**src/verilog/dct_pkg.sv**
```systemverilog
// constants for the two down counters: host offsets, command bits, clock dividers
// assumes a single 250 MHz clock and a byte-wide host port with one-cycle strobes
// Notes on behaviour
// - general counter is 16 bits; on-board clock picks 10MHz or 100KHz
// - general output rises on pulse reaching zero; next pulse reloads, drops it
// - pin mode: count external rising edges only while external gate is high
// - external counting refreshes the readable count every fourth pulse and on load or zero commands
// - on-board mode: general counter uses selected clock, no gating, counts every tick while run is set
// - write-only command byte at 15: select, latch, gate off/on, stop/run, load, zero
// - load bytes at 12,13,14 in any order; load command moves them in
// - latch captures selected count without disturbing counting
// - data reads return captured value, low byte at lowest offset
// - run and stop act any time; stopped counter ignores input edges
// - pacer: gating off counts every edge, gating on only while gate high; general counter gate set by pin mode, not these bits
// - zero while running clears count; counting then continues
// - pacer counter clocked at 10MHz or 1MHz by its rate bit
// - pacer output high one input period at zero, then reload and repeat
// - pin function bit routes header lines to counter gates and general counter clock
`default_nettype none
package dct_pkg;
    localparam int CLK_HZ = 250_000_000;
    localparam int RATE_10M_HZ = 10_000_000;
    localparam int RATE_1M_HZ = 1_000_000;
    localparam int RATE_100K_HZ = 100_000;
    localparam int DIV_W = 12;
    localparam logic [DIV_W-1:0] LAST_10M = DIV_W'(CLK_HZ / RATE_10M_HZ - 1);
    localparam logic [DIV_W-1:0] LAST_1M = DIV_W'(CLK_HZ / RATE_1M_HZ - 1);
    localparam logic [DIV_W-1:0] LAST_100K = DIV_W'(CLK_HZ / RATE_100K_HZ - 1);
    localparam int ADDR_W = 4;
    localparam logic [ADDR_W-1:0] ADDR_DATA_LOW = 4'hc;
    localparam logic [ADDR_W-1:0] ADDR_DATA_MID = 4'hd;
    localparam logic [ADDR_W-1:0] ADDR_DATA_HIGH = 4'he;
    localparam logic [ADDR_W-1:0] ADDR_COMMAND = 4'hf;
    localparam int CMD_SELECT = 7;
    localparam int CMD_LATCH = 6;
    localparam int CMD_GATE_OFF = 5;
    localparam int CMD_GATE_ON = 4;
    localparam int CMD_STOP = 3;
    localparam int CMD_RUN = 2;
    localparam int CMD_LOAD = 1;
    localparam int CMD_ZERO = 0;
    localparam int PACER_W = 24;
    localparam int GP_W = 16;
    localparam int LOAD_W = 24;
    localparam logic [1:0] EXT_REFRESH_LAST = 2'h3;
    localparam int PIN_GATE0 = 0;
    localparam int PIN_GATE1 = 1;
    localparam int PIN_CLK1 = 2;
endpackage
`default_nettype wire

```
**src/verilog/cnt_ctrl_if.sv**
```systemverilog
// control bundle between the host-facing top and one down counter unit
// assumes both ends sit on the same clock
`default_nettype none
interface cnt_ctrl_if;
    logic tick;
    logic gate;
    logic gate_force;
    logic gate_bypass;
    logic ext_mode;
    logic cmd_stb;
    logic [7:0] cmd;
    logic [dct_pkg::LOAD_W-1:0] load_value;
    logic [dct_pkg::LOAD_W-1:0] latched;
    logic out;
    modport unit (input tick, gate, gate_force, gate_bypass, ext_mode, cmd_stb, cmd,
        load_value, output latched, out);
    modport ctrl (output tick, gate, gate_force, gate_bypass, ext_mode, cmd_stb, cmd,
        load_value, input latched, out);
endinterface
`default_nettype wire

```
**src/verilog/down_count_unit.sv**
```systemverilog
// one programmable down counter with reload, gating, latch and zero output
// assumes tick is a one-cycle enable and commands arrive as one-cycle strobes
`default_nettype none
module down_count_unit #(
    parameter int W = dct_pkg::GP_W
) (
    input wire logic i_clock,
    input wire logic i_sys_rst,
    cnt_ctrl_if.unit ctl
);
    if (W < 2 || W > dct_pkg::LOAD_W) begin : g_bad_width
        $error("counter width out of range");
    end

    typedef struct packed {
        logic [W-1:0] count;
        logic [W-1:0] init;
        logic [W-1:0] vis;
        logic [W-1:0] latch;
        logic out;
        logic run;
        logic gate_en;
        logic [1:0] pulses;
    } unit_s;

    unit_s r;
    unit_s nxt;
    logic gate_ok;
    logic step;
    logic refresh;

    // gate resolution: bypass ignores gate, force or enable obeys it
    assign gate_ok = ctl.gate_bypass | ~(r.gate_en | ctl.gate_force) | ctl.gate;
    assign step = ctl.tick & r.run & gate_ok;
    assign refresh = ~ctl.ext_mode | (step & (r.pulses == dct_pkg::EXT_REFRESH_LAST));

    // counting first, then any command of this cycle on top
    always_comb begin
        nxt = r;
        if (step) begin
            if (r.count == '0) begin
                nxt.count = r.init;
                nxt.out = 1'b0;
            end else begin
                nxt.count = r.count - 1'b1;
                nxt.out = (r.count == W'(1));
            end
            if (ctl.ext_mode) begin
                nxt.pulses = r.pulses + 1'b1;
            end
        end
        if (ctl.cmd_stb) begin
            if (ctl.cmd[dct_pkg::CMD_LATCH]) begin
                nxt.latch = r.vis;
            end
            if (ctl.cmd[dct_pkg::CMD_GATE_OFF]) begin
                nxt.gate_en = 1'b0;
            end else if (ctl.cmd[dct_pkg::CMD_GATE_ON]) begin
                nxt.gate_en = 1'b1;
            end
            if (ctl.cmd[dct_pkg::CMD_STOP]) begin
                nxt.run = 1'b0;
            end else if (ctl.cmd[dct_pkg::CMD_RUN]) begin
                nxt.run = 1'b1;
            end
            if (ctl.cmd[dct_pkg::CMD_LOAD]) begin
                nxt.init = ctl.load_value[W-1:0];
                nxt.count = ctl.load_value[W-1:0];
                nxt.out = 1'b0;
            end
            if (ctl.cmd[dct_pkg::CMD_ZERO]) begin
                nxt.count = '0;
            end
        end
        // readable copy lags in external mode until the fourth pulse
        if (refresh || (ctl.cmd_stb
                && (ctl.cmd[dct_pkg::CMD_LOAD] || ctl.cmd[dct_pkg::CMD_ZERO]))) begin
            nxt.vis = nxt.count;
        end
    end

    // state register
    always_ff @(posedge i_clock) begin
        if (i_sys_rst) begin
            r <= '0;
        end else begin
            r <= nxt;
        end
    end

    assign ctl.latched = dct_pkg::LOAD_W'(r.latch);
    assign ctl.out = r.out;
endmodule
`default_nettype wire

```
**src/verilog/dual_down_counter_timer.sv**
```systemverilog
// host-facing top: byte registers, clock dividers, pin sync, two counter units
// assumes host strobes are one-cycle pulses on i_clock; header pins are asynchronous
`default_nettype none
module dual_down_counter_timer (
    input wire logic i_clock,
    input wire logic i_sys_rst,
    input wire logic [dct_pkg::ADDR_W-1:0] i_addr,
    input wire logic i_wr_stb,
    input wire logic i_rd_stb,
    input wire logic [7:0] i_wdata,
    output logic [7:0] o_rdata,
    input wire logic i_pin_function_select,
    input wire logic i_pacer_rate_select,
    input wire logic i_gp_rate_select,
    input wire logic i_gate0_pin,
    input wire logic i_gate1_pin,
    input wire logic i_clk1_pin,
    output logic o_pacer_out,
    output logic o_gp_out
);
    typedef struct packed {
        logic [dct_pkg::DIV_W-1:0] div_10m;
        logic [dct_pkg::DIV_W-1:0] div_1m;
        logic [dct_pkg::DIV_W-1:0] div_100k;
        logic t10m;
        logic t1m;
        logic t100k;
        logic [2:0] sync1;
        logic [2:0] sync2;
        logic clk1_prev;
        logic [dct_pkg::LOAD_W-1:0] load_buf;
        logic last_sel;
        logic [7:0] rdata;
    } top_s;

    top_s r;
    top_s nxt;
    logic cmd_wr;
    logic [dct_pkg::LOAD_W-1:0] sel_latched;

    cnt_ctrl_if pacer_ifc ();
    cnt_ctrl_if gp_ifc ();

    assign cmd_wr = i_wr_stb && (i_addr == dct_pkg::ADDR_COMMAND);
    assign sel_latched = r.last_sel ? gp_ifc.latched : pacer_ifc.latched;

    // dividers, pin synchronisers, load bytes and read data
    always_comb begin
        nxt = r;
        nxt.t10m = (r.div_10m == dct_pkg::LAST_10M);
        nxt.t1m = (r.div_1m == dct_pkg::LAST_1M);
        nxt.t100k = (r.div_100k == dct_pkg::LAST_100K);
        nxt.div_10m = nxt.t10m ? '0 : r.div_10m + 1'b1;
        nxt.div_1m = nxt.t1m ? '0 : r.div_1m + 1'b1;
        nxt.div_100k = nxt.t100k ? '0 : r.div_100k + 1'b1;
        nxt.sync1 = {i_clk1_pin, i_gate1_pin, i_gate0_pin};
        nxt.sync2 = r.sync1;
        nxt.clk1_prev = r.sync2[dct_pkg::PIN_CLK1];
        if (i_wr_stb) begin
            unique case (i_addr)
                dct_pkg::ADDR_DATA_LOW: nxt.load_buf[7:0] = i_wdata;
                dct_pkg::ADDR_DATA_MID: nxt.load_buf[15:8] = i_wdata;
                dct_pkg::ADDR_DATA_HIGH: nxt.load_buf[23:16] = i_wdata;
                default: ;
            endcase
        end
        if (cmd_wr && i_wdata[dct_pkg::CMD_LATCH]) begin
            nxt.last_sel = i_wdata[dct_pkg::CMD_SELECT];
        end
        if (i_rd_stb) begin
            unique case (i_addr)
                dct_pkg::ADDR_DATA_LOW: nxt.rdata = sel_latched[7:0];
                dct_pkg::ADDR_DATA_MID: nxt.rdata = sel_latched[15:8];
                dct_pkg::ADDR_DATA_HIGH: nxt.rdata = sel_latched[23:16];
                default: nxt.rdata = 8'h00;
            endcase
        end
    end

    // state register
    always_ff @(posedge i_clock) begin
        if (i_sys_rst) begin
            r <= '0;
        end else begin
            r <= nxt;
        end
    end

    // pacer counter: on-board clock, gate from header only in pin mode
    assign pacer_ifc.tick = i_pacer_rate_select ? r.t1m : r.t10m;
    assign pacer_ifc.gate = i_pin_function_select | r.sync2[dct_pkg::PIN_GATE0];
    assign pacer_ifc.gate_force = 1'b0;
    assign pacer_ifc.gate_bypass = 1'b0;
    assign pacer_ifc.ext_mode = 1'b0;
    assign pacer_ifc.cmd_stb = cmd_wr && !i_wdata[dct_pkg::CMD_SELECT];
    assign pacer_ifc.cmd = i_wdata;
    assign pacer_ifc.load_value = r.load_buf;

    // general counter: header clock and gate in pin mode, else on-board clock
    assign gp_ifc.tick = i_pin_function_select ? (i_gp_rate_select ? r.t100k : r.t10m)
        : (r.sync2[dct_pkg::PIN_CLK1] & ~r.clk1_prev);
    assign gp_ifc.gate = r.sync2[dct_pkg::PIN_GATE1];
    assign gp_ifc.gate_force = ~i_pin_function_select;
    assign gp_ifc.gate_bypass = i_pin_function_select;
    assign gp_ifc.ext_mode = ~i_pin_function_select;
    assign gp_ifc.cmd_stb = cmd_wr && i_wdata[dct_pkg::CMD_SELECT];
    assign gp_ifc.cmd = i_wdata;
    assign gp_ifc.load_value = r.load_buf;

    down_count_unit #(.W(dct_pkg::PACER_W)) u_pacer (
        .i_clock(i_clock),
        .i_sys_rst(i_sys_rst),
        .ctl(pacer_ifc.unit)
    );

    down_count_unit #(.W(dct_pkg::GP_W)) u_gp (
        .i_clock(i_clock),
        .i_sys_rst(i_sys_rst),
        .ctl(gp_ifc.unit)
    );

    assign o_rdata = r.rdata;
    assign o_pacer_out = pacer_ifc.out;
    assign o_gp_out = gp_ifc.out;
endmodule
`default_nettype wire

```
**config.mk**
```make
export PLATFORM = sky130hd
export DESIGN_NAME = dual_down_counter_timer
export DESIGN_NICKNAME = d
export VERILOG_FILES = /design/src/verilog/dct_pkg.sv /design/src/verilog/cnt_ctrl_if.sv /design/src/verilog/down_count_unit.sv /design/src/verilog/dual_down_counter_timer.sv
export SDC_FILE = /design/constraint.sdc
export NUM_CORES = 1
export LEC_CHECK = 0
export ABC_CLOCK_PERIOD_IN_PS = 2290
export BUFFER_PORTS_ARGS = -buffer_cell sky130_fd_sc_hd__buf_2
export CELL_PAD_IN_SITES_DETAIL_PLACEMENT = 1
export CELL_PAD_IN_SITES_GLOBAL_PLACEMENT = 2
export CORE_ASPECT_RATIO = 1.2
export CORE_UTILIZATION = 34
export DETAILED_ROUTE_END_ITERATION = 12
export GPL_TIMING_DRIVEN = 0
export PLACE_DENSITY = 0.84
export SLEW_MARGIN = 20
export SYNTH_ARGS = -nofsm -noshare
export SYNTH_HDL_FRONTEND = slang
export SYNTH_SLANG_ARGS = --single-unit
```
**constraint.sdc**
```tcl
create_clock -name i_clock -period 2.29 [get_ports i_clock]
set_clock_uncertainty 0.15 [all_clocks]
set_input_delay 0.229 -clock i_clock [delete_from_list [all_inputs] [get_ports i_clock]]
set_output_delay 0.229 -clock i_clock [all_outputs]
set_load 0.05 [all_outputs]
```
==> Word-level counts from Yosys, hierarchy flattened <==
Cells that the tools add are included.
{ "word_totals": {"elab_cells": 114, "ram_bits": 0, "input_bits": 22, "reg_bits": 223, "out_inout_bits": 10, "latch_bits": 0, "mem_bits_ro": 0, "memories": 0} }
{ "classes": {"n_mul": 0, "div_mod_pow": 0, "n_mux": 27, "bitwise_logic": 16, "add_sub_neg": 6, "magnitude_cmp": 0, "n_shift": 0, "n_eq_ne": 10, "n_reduce_logical": 27} }
{ "op_table": {"columns": ["operator", "count"], "rows": [
  ["$mux W24", 4],
  ["$mux W48", 2],
  ["$mux W32", 2],
  ["$mux W16", 3],
  ["$add A12 B1 Y12 const B", 3],
  ["$eq A24 B1 Y1 const B", 1],
  ["$logic_not A24 Y1", 1],
  ["$pmux W8 S3", 1],
  ["$reduce_and A2 Y1", 12],
  ["$sub A24 B1 Y24 const B", 1],
  ["$eq A16 B1 Y1 const B", 1],
  ["$eq A4 B4 Y1 const B", 4],
  ["$logic_not A16 Y1", 1],
  ["$sub A16 B1 Y16 const B", 1],
  ["$mux W1", 13],
  ["$eq A12 B12 Y1 const B", 1],
  ["$eq A12 B5 Y1 const B", 1],
  ["$eq A12 B8 Y1 const B", 1],
  ["$and A1 B1 Y1", 6],
  ["$mux W3", 2],
  ["$or A1 B1 Y1", 6],
  ["$reduce_or A2 Y1", 3],
  ["$logic_and A1 B1 Y1", 5],
  ["$not A1 Y1", 4],
  ["other kinds (5)", 7]
]} }

==> Depth between registers and ports, before layout <==
{ "logic_depth": {"depth_word": 10, "ltp_mapped": 10, "ltp_nobuf": 8} }

==> Modules after synthesis <==
From an unflattened synthesis, not the netlist that was laid out.
{ "unflattened": {"cells_unflattened": 1429, "area_unflattened_um2": 11726.2} }
{ "modules_own_cells": {"columns": ["module", "cells_per_inst", "instances", "area_each_um2"], "rows": [
  ["down_count_unit at u_pacer", 625, 1, 4913.5],
  ["dual_down_counter_timer", 389, 1, 3520.9],
  ["down_count_unit at u_gp", 415, 1, 3291.9]
]} }

==> Worst setup path after synthesis <==
Ideal clock, no wire load.
{ "synth_path": {"path_kind": "reg-to-reg", "start": "reg u_pacer.r[95] (netlist bit)", "end": "reg u_pacer.r[100] (netlist bit)", "stages_incl_launch_ff": 7, "setup_slack_ns": -0.141, "period_less_slack_ns": 2.431, "path_buffers": 0, "setup_ns": 0.088, "t_arrival_ns": 2.193, "cell_sequence": "dfxtp_1 > or3_1 > or2_4 > or4_4 > o31a_1 > o311a_1 > o32ai_2"} }
{ "synth_via": {"elab_chain_cells": 6} }
{ "synth_lines": {"columns": ["element", "line", "source"], "rows": [
  ["start: declaration", "down_count_unit.sv:26", "unit_s r;"],
  ["start signal: assignment", "down_count_unit.sv:87", "r <= nxt;"],
  ["$sub A24 B1 Y24 or $logic_not A24 Y1 (tied branches)", "down_count_unit.sv:45, down_count_unit.sv:41", null],
  ["$mux W24 (*)", "down_count_unit.sv:41", "if (r.count == '0) begin"],
  ["$mux W24 (*)", "down_count_unit.sv:40", "if (step) begin"],
  ["$mux W48", "down_count_unit.sv:66", "if (ctl.cmd[dct_pkg::CMD_LOAD]) begin"],
  ["$mux W24", "down_count_unit.sv:71", "if (ctl.cmd[dct_pkg::CMD_ZERO]) begin"],
  ["$mux W48 (*)", "down_count_unit.sv:52", "if (ctl.cmd_stb) begin"]
]} }
Every way passes the cells marked *; elsewhere a longest branch is shown, timed or not.
A chain may end at the register's enable or synchronous reset.

==> Final worst setup path <==
{ "layout_path": {"start": "reg u_pacer.r[97] (netlist bit)", "end": "reg u_pacer.r[100] (netlist bit)"} }
Same word-level chain as after synthesis.

==> impl_metrics.py <==
metrics = {
    "finish": {
        "antenna_cells": 0,
        "layout-drive-gt1-share_pct": 21.2,
        "fillCellCount": 3453,
        "fin_util_pct": 45.0,
        "final_nets": 1400,
        "syn_to_final_growth_pct": 29.3,
        "final_area_um2": 13000,
        "finalNonFillerCells": 1768,
    },
    "worst_setup_path": {
        "crit_fanout": 6,
        "r2r_cells": 6,
        "worstSetupPathType": "reg -> reg",
        "crit_buf_inv": 0,
        "cp.arrival_ns": 2.82,
        "worst_setup_path_end_kind": "flip-flop",
        "worst_path_largest_cell_delay_ns": 0.52,
        "cp.depth": 6,
        "worstPathCellList": "or3_4 -> or2_4 -> or4_4 -> o31a_1 -> o311a_1 -> o32ai_2",
        "reg2reg_setup_slack_ns": -0.24,
        "crit_required_ns": 2.58,
        "cp-start-kind": "flip-flop",
        "cpMaxStageDelayCell": "or4_4",
        "cp_top_family": "simple AND/OR/NAND/NOR gates",
    },
    "yosys": {
        "synthCells": 1246,
        "synth-seq-cells": 222,
        "avgSynthCellArea_um2": 8.08,
        "ys_seq_area_share_pct": 44.1,
        "synth_largest_area_cell": "dfxtp_1",
        "ys.flop_type": "dfxtp_1",
        "ys_types": 73,
        "ys_top_cells_by_count": "222 x dfxtp_1, 198 x nand2_1, 143 x a21oi_1",
        "synth.most_common_cell": "dfxtp_1",
        "synth_top_area_share_pct": 44.1,
        "syn_nets": 1280,
        "ys_warn_count": 0,
        "synth_area_um2": 10100,
        "async_flop_share_pct": 0,
        "synth-edff-count": 0,
        "synth_top_cells_by_area": "dfxtp_1 44%, nand2_1 7.4%, a21oi_1 7.1%",
    },
    "pwr": {
        "vdd_drop_max_v": 0.000495,
        "p_leak_nw": 4.63,
        "power_density_nw_per_um2": 655,
    },
    "sta": {
        "grt_setup_unrepaired": "true",
        "tightest_slew_ns": 1.03,
        "min_period_over_period_pct": 111,
        "fmax_mhz": 395,
        "setup_viol": 26,
        "max-slew-margin-rel_pct": 30.9,
        "drv_slew": 0,
        "fin_hold_ws_ns": 0.0487,
        "fin_ws_ns": -0.241,
        "fin_crit_ns": 2.53,
        "hold_viol": 0,
    },
    "placement": {
        "dpl.cell_count": 1660,
        "place_congestion": 0.859,
        "io_buffers": 29,
        "hpwl_mm": 26.0,
        "placed_cell_area_um2": 10700,
        "pre_cts_ws_ns": -0.864,
    },
    "global_route": {
        "grt_first_pass_wirelength_mm": 56.3,
        "grt-ovfl-total": 0,
        "grt_pass1_vias": 9988,
        "grtUsageTotal_pct": 23.7,
        "grt_max_degree": 14,
        "antenna_found_initial": 0,
    },
    "routing": {
        "drt_pass1_iterations": 5,
        "dr.first_iter.drc_count": 500,
        "ant_nets": 0,
        "wire_per_inst_um": 21.2,
        "vias_per_cell": 5.53,
        "drc": 0,
        "vias": 9771,
        "routed_wl_mm": 37.5,
    },
    "clocking": {
        "tritoncts": "built",
        "clk_latency_ns": 0.53,
        "clock_path_buffers": 3,
        "ctsHtreeMaxLevel": 1,
        "cts_sinks": 222,
        "cts_buffers": 25,
        "path_clk_slew_ns": 0.06,
        "clock-root-buffer": "clkbuf_16",
    },
    "floorplanning": {
        "rows": 68,
        "dieWidth_um": 159,
        "core_area_um2": 28900,
        "start_util_pct": 34.8,
        "io_pins": 32,
        "die_y_um": 191,
        "dieArea_um2": 30300,
    },
    "status": {
        "outcome": "finished with violations",
        "failed_checks": "negative setup slack",
    },
    "worst_hold_path": {
        "hold_path_class": "in -> reg",
        "hold_depth": 3,
    },
    "job": {
        "maxCapViolations": 0,
    },
}
[kinds of logic (layout without fill, tap and decap cells)]
family / after synthesis / after routing / share of synthesized area, %
and+or+nand+nor: 528 / 528 / 24.8
DFF: 222 / 222 / 44.1
xor gates and xnor gates: 29 / 29 / 2.52
adders and majority gates: 12 / 12 / 1.49
muxes: 31 / 31 / 3.11
buffers and inverters: 116 / 253 / 4.78
AOI/OAI and AO/OA: 308 / 308 / 19.1
[flip-flops by register name, indices dropped and copies added (netlist names), 4 cells and up]
signal               cells
u_pacer.ctl.latched     24
r                       42
nxt                      4
gp_ifc.load_value       24
o_rdata                  8
u_gp.r                  51
u_gp.ctl.latched        16
u_pacer.r               50
[timing repair]
item | CTS | global route
gates resized for setup | 98 | 119
hold buffers | 10 | 0
setup buffers | 36 | 23
endpoints found under the hold margin | 25 | 0
pin swaps | 26 | 57
endpoints found under the setup margin | 112 | 70
gates cloned | 0 | 4
[final timing paths]
path	start	end
max reg2reg	u_pacer.r[97]	u_pacer.r[100]
max	u_pacer.r[97]	u_pacer.r[100]
min reg2reg	nxt[34]	r[34]
min	i_wdata[7]	gp_ifc.load_value[15]
[final cells by class]
type	count	area (um^2)	share of cell area (%)
Multi-Input combinational cell	908	5820	44.7
Sequential cell	222	4490	34.5
Timing Repair Buffer	101	820	6.30
Clock buffer	32	702	5.39
Tap cell	385	482	3.70
Buffer	80	453	3.48
Clock inverter	12	138	1.06
Inverter	28	113	0.865
[metal layers]
layer / share of wire [%] / routed length, um / vias to the layer above / GRT usage [%]
li1: - / - / 4643 / -
met3: 4.9 / 1820 / 78 / 3.46
met5: 0 / 0 / - / 0
met2: 49 / 18500 / 263 / 41.9
met4: 3.5 / 1330 / 0 / 10.1
met1: 42 / 15800 / 4787 / 28.7
[cells in the final DEF (no fill, tap or decap), drive strengths merged, types with 10 or more instances in the layout]
cell	n
a211oi	15
dfxtp	222
nand3	61
nor2	118
xor2	18
o21ai	39
nor2b	14
a21oi	143
ha	12
buf	109
mux2i	29
nor4	22
nand2b	17
a221oi	10
dlygate4sd3	10
clkbuf	94
xnor2	11
or3	12
inv	27
nor3	27
nand2	199
[power by group]
part	total [mW]	internal (mW)	switching [mW]
combinational	0.452	0.163	0.288
clock	4.15	2.49	1.66
sequential	3.92	3.89	0.0324
total	8.52	6.54	1.98
[per-stage QoR]
step / total power, mW / setup TNS [ns]
3_5_place_dp: 4.36 / -78.43
3_3_place_gp: 4.36 / -76.21
2_1_floorplan: 4.21 / -0.110
5_1_grt: 8.78 / -5.06
4_1_cts: 8.53 / -1.22
6_report: 8.52 / -2.13
[worst min-delay path, stage by stage]
cell,delay [ns]
clkbuf_1,0.24
nand3_1,0.14
a21oi_1,0.06
(Power assumes the default switching activity.)
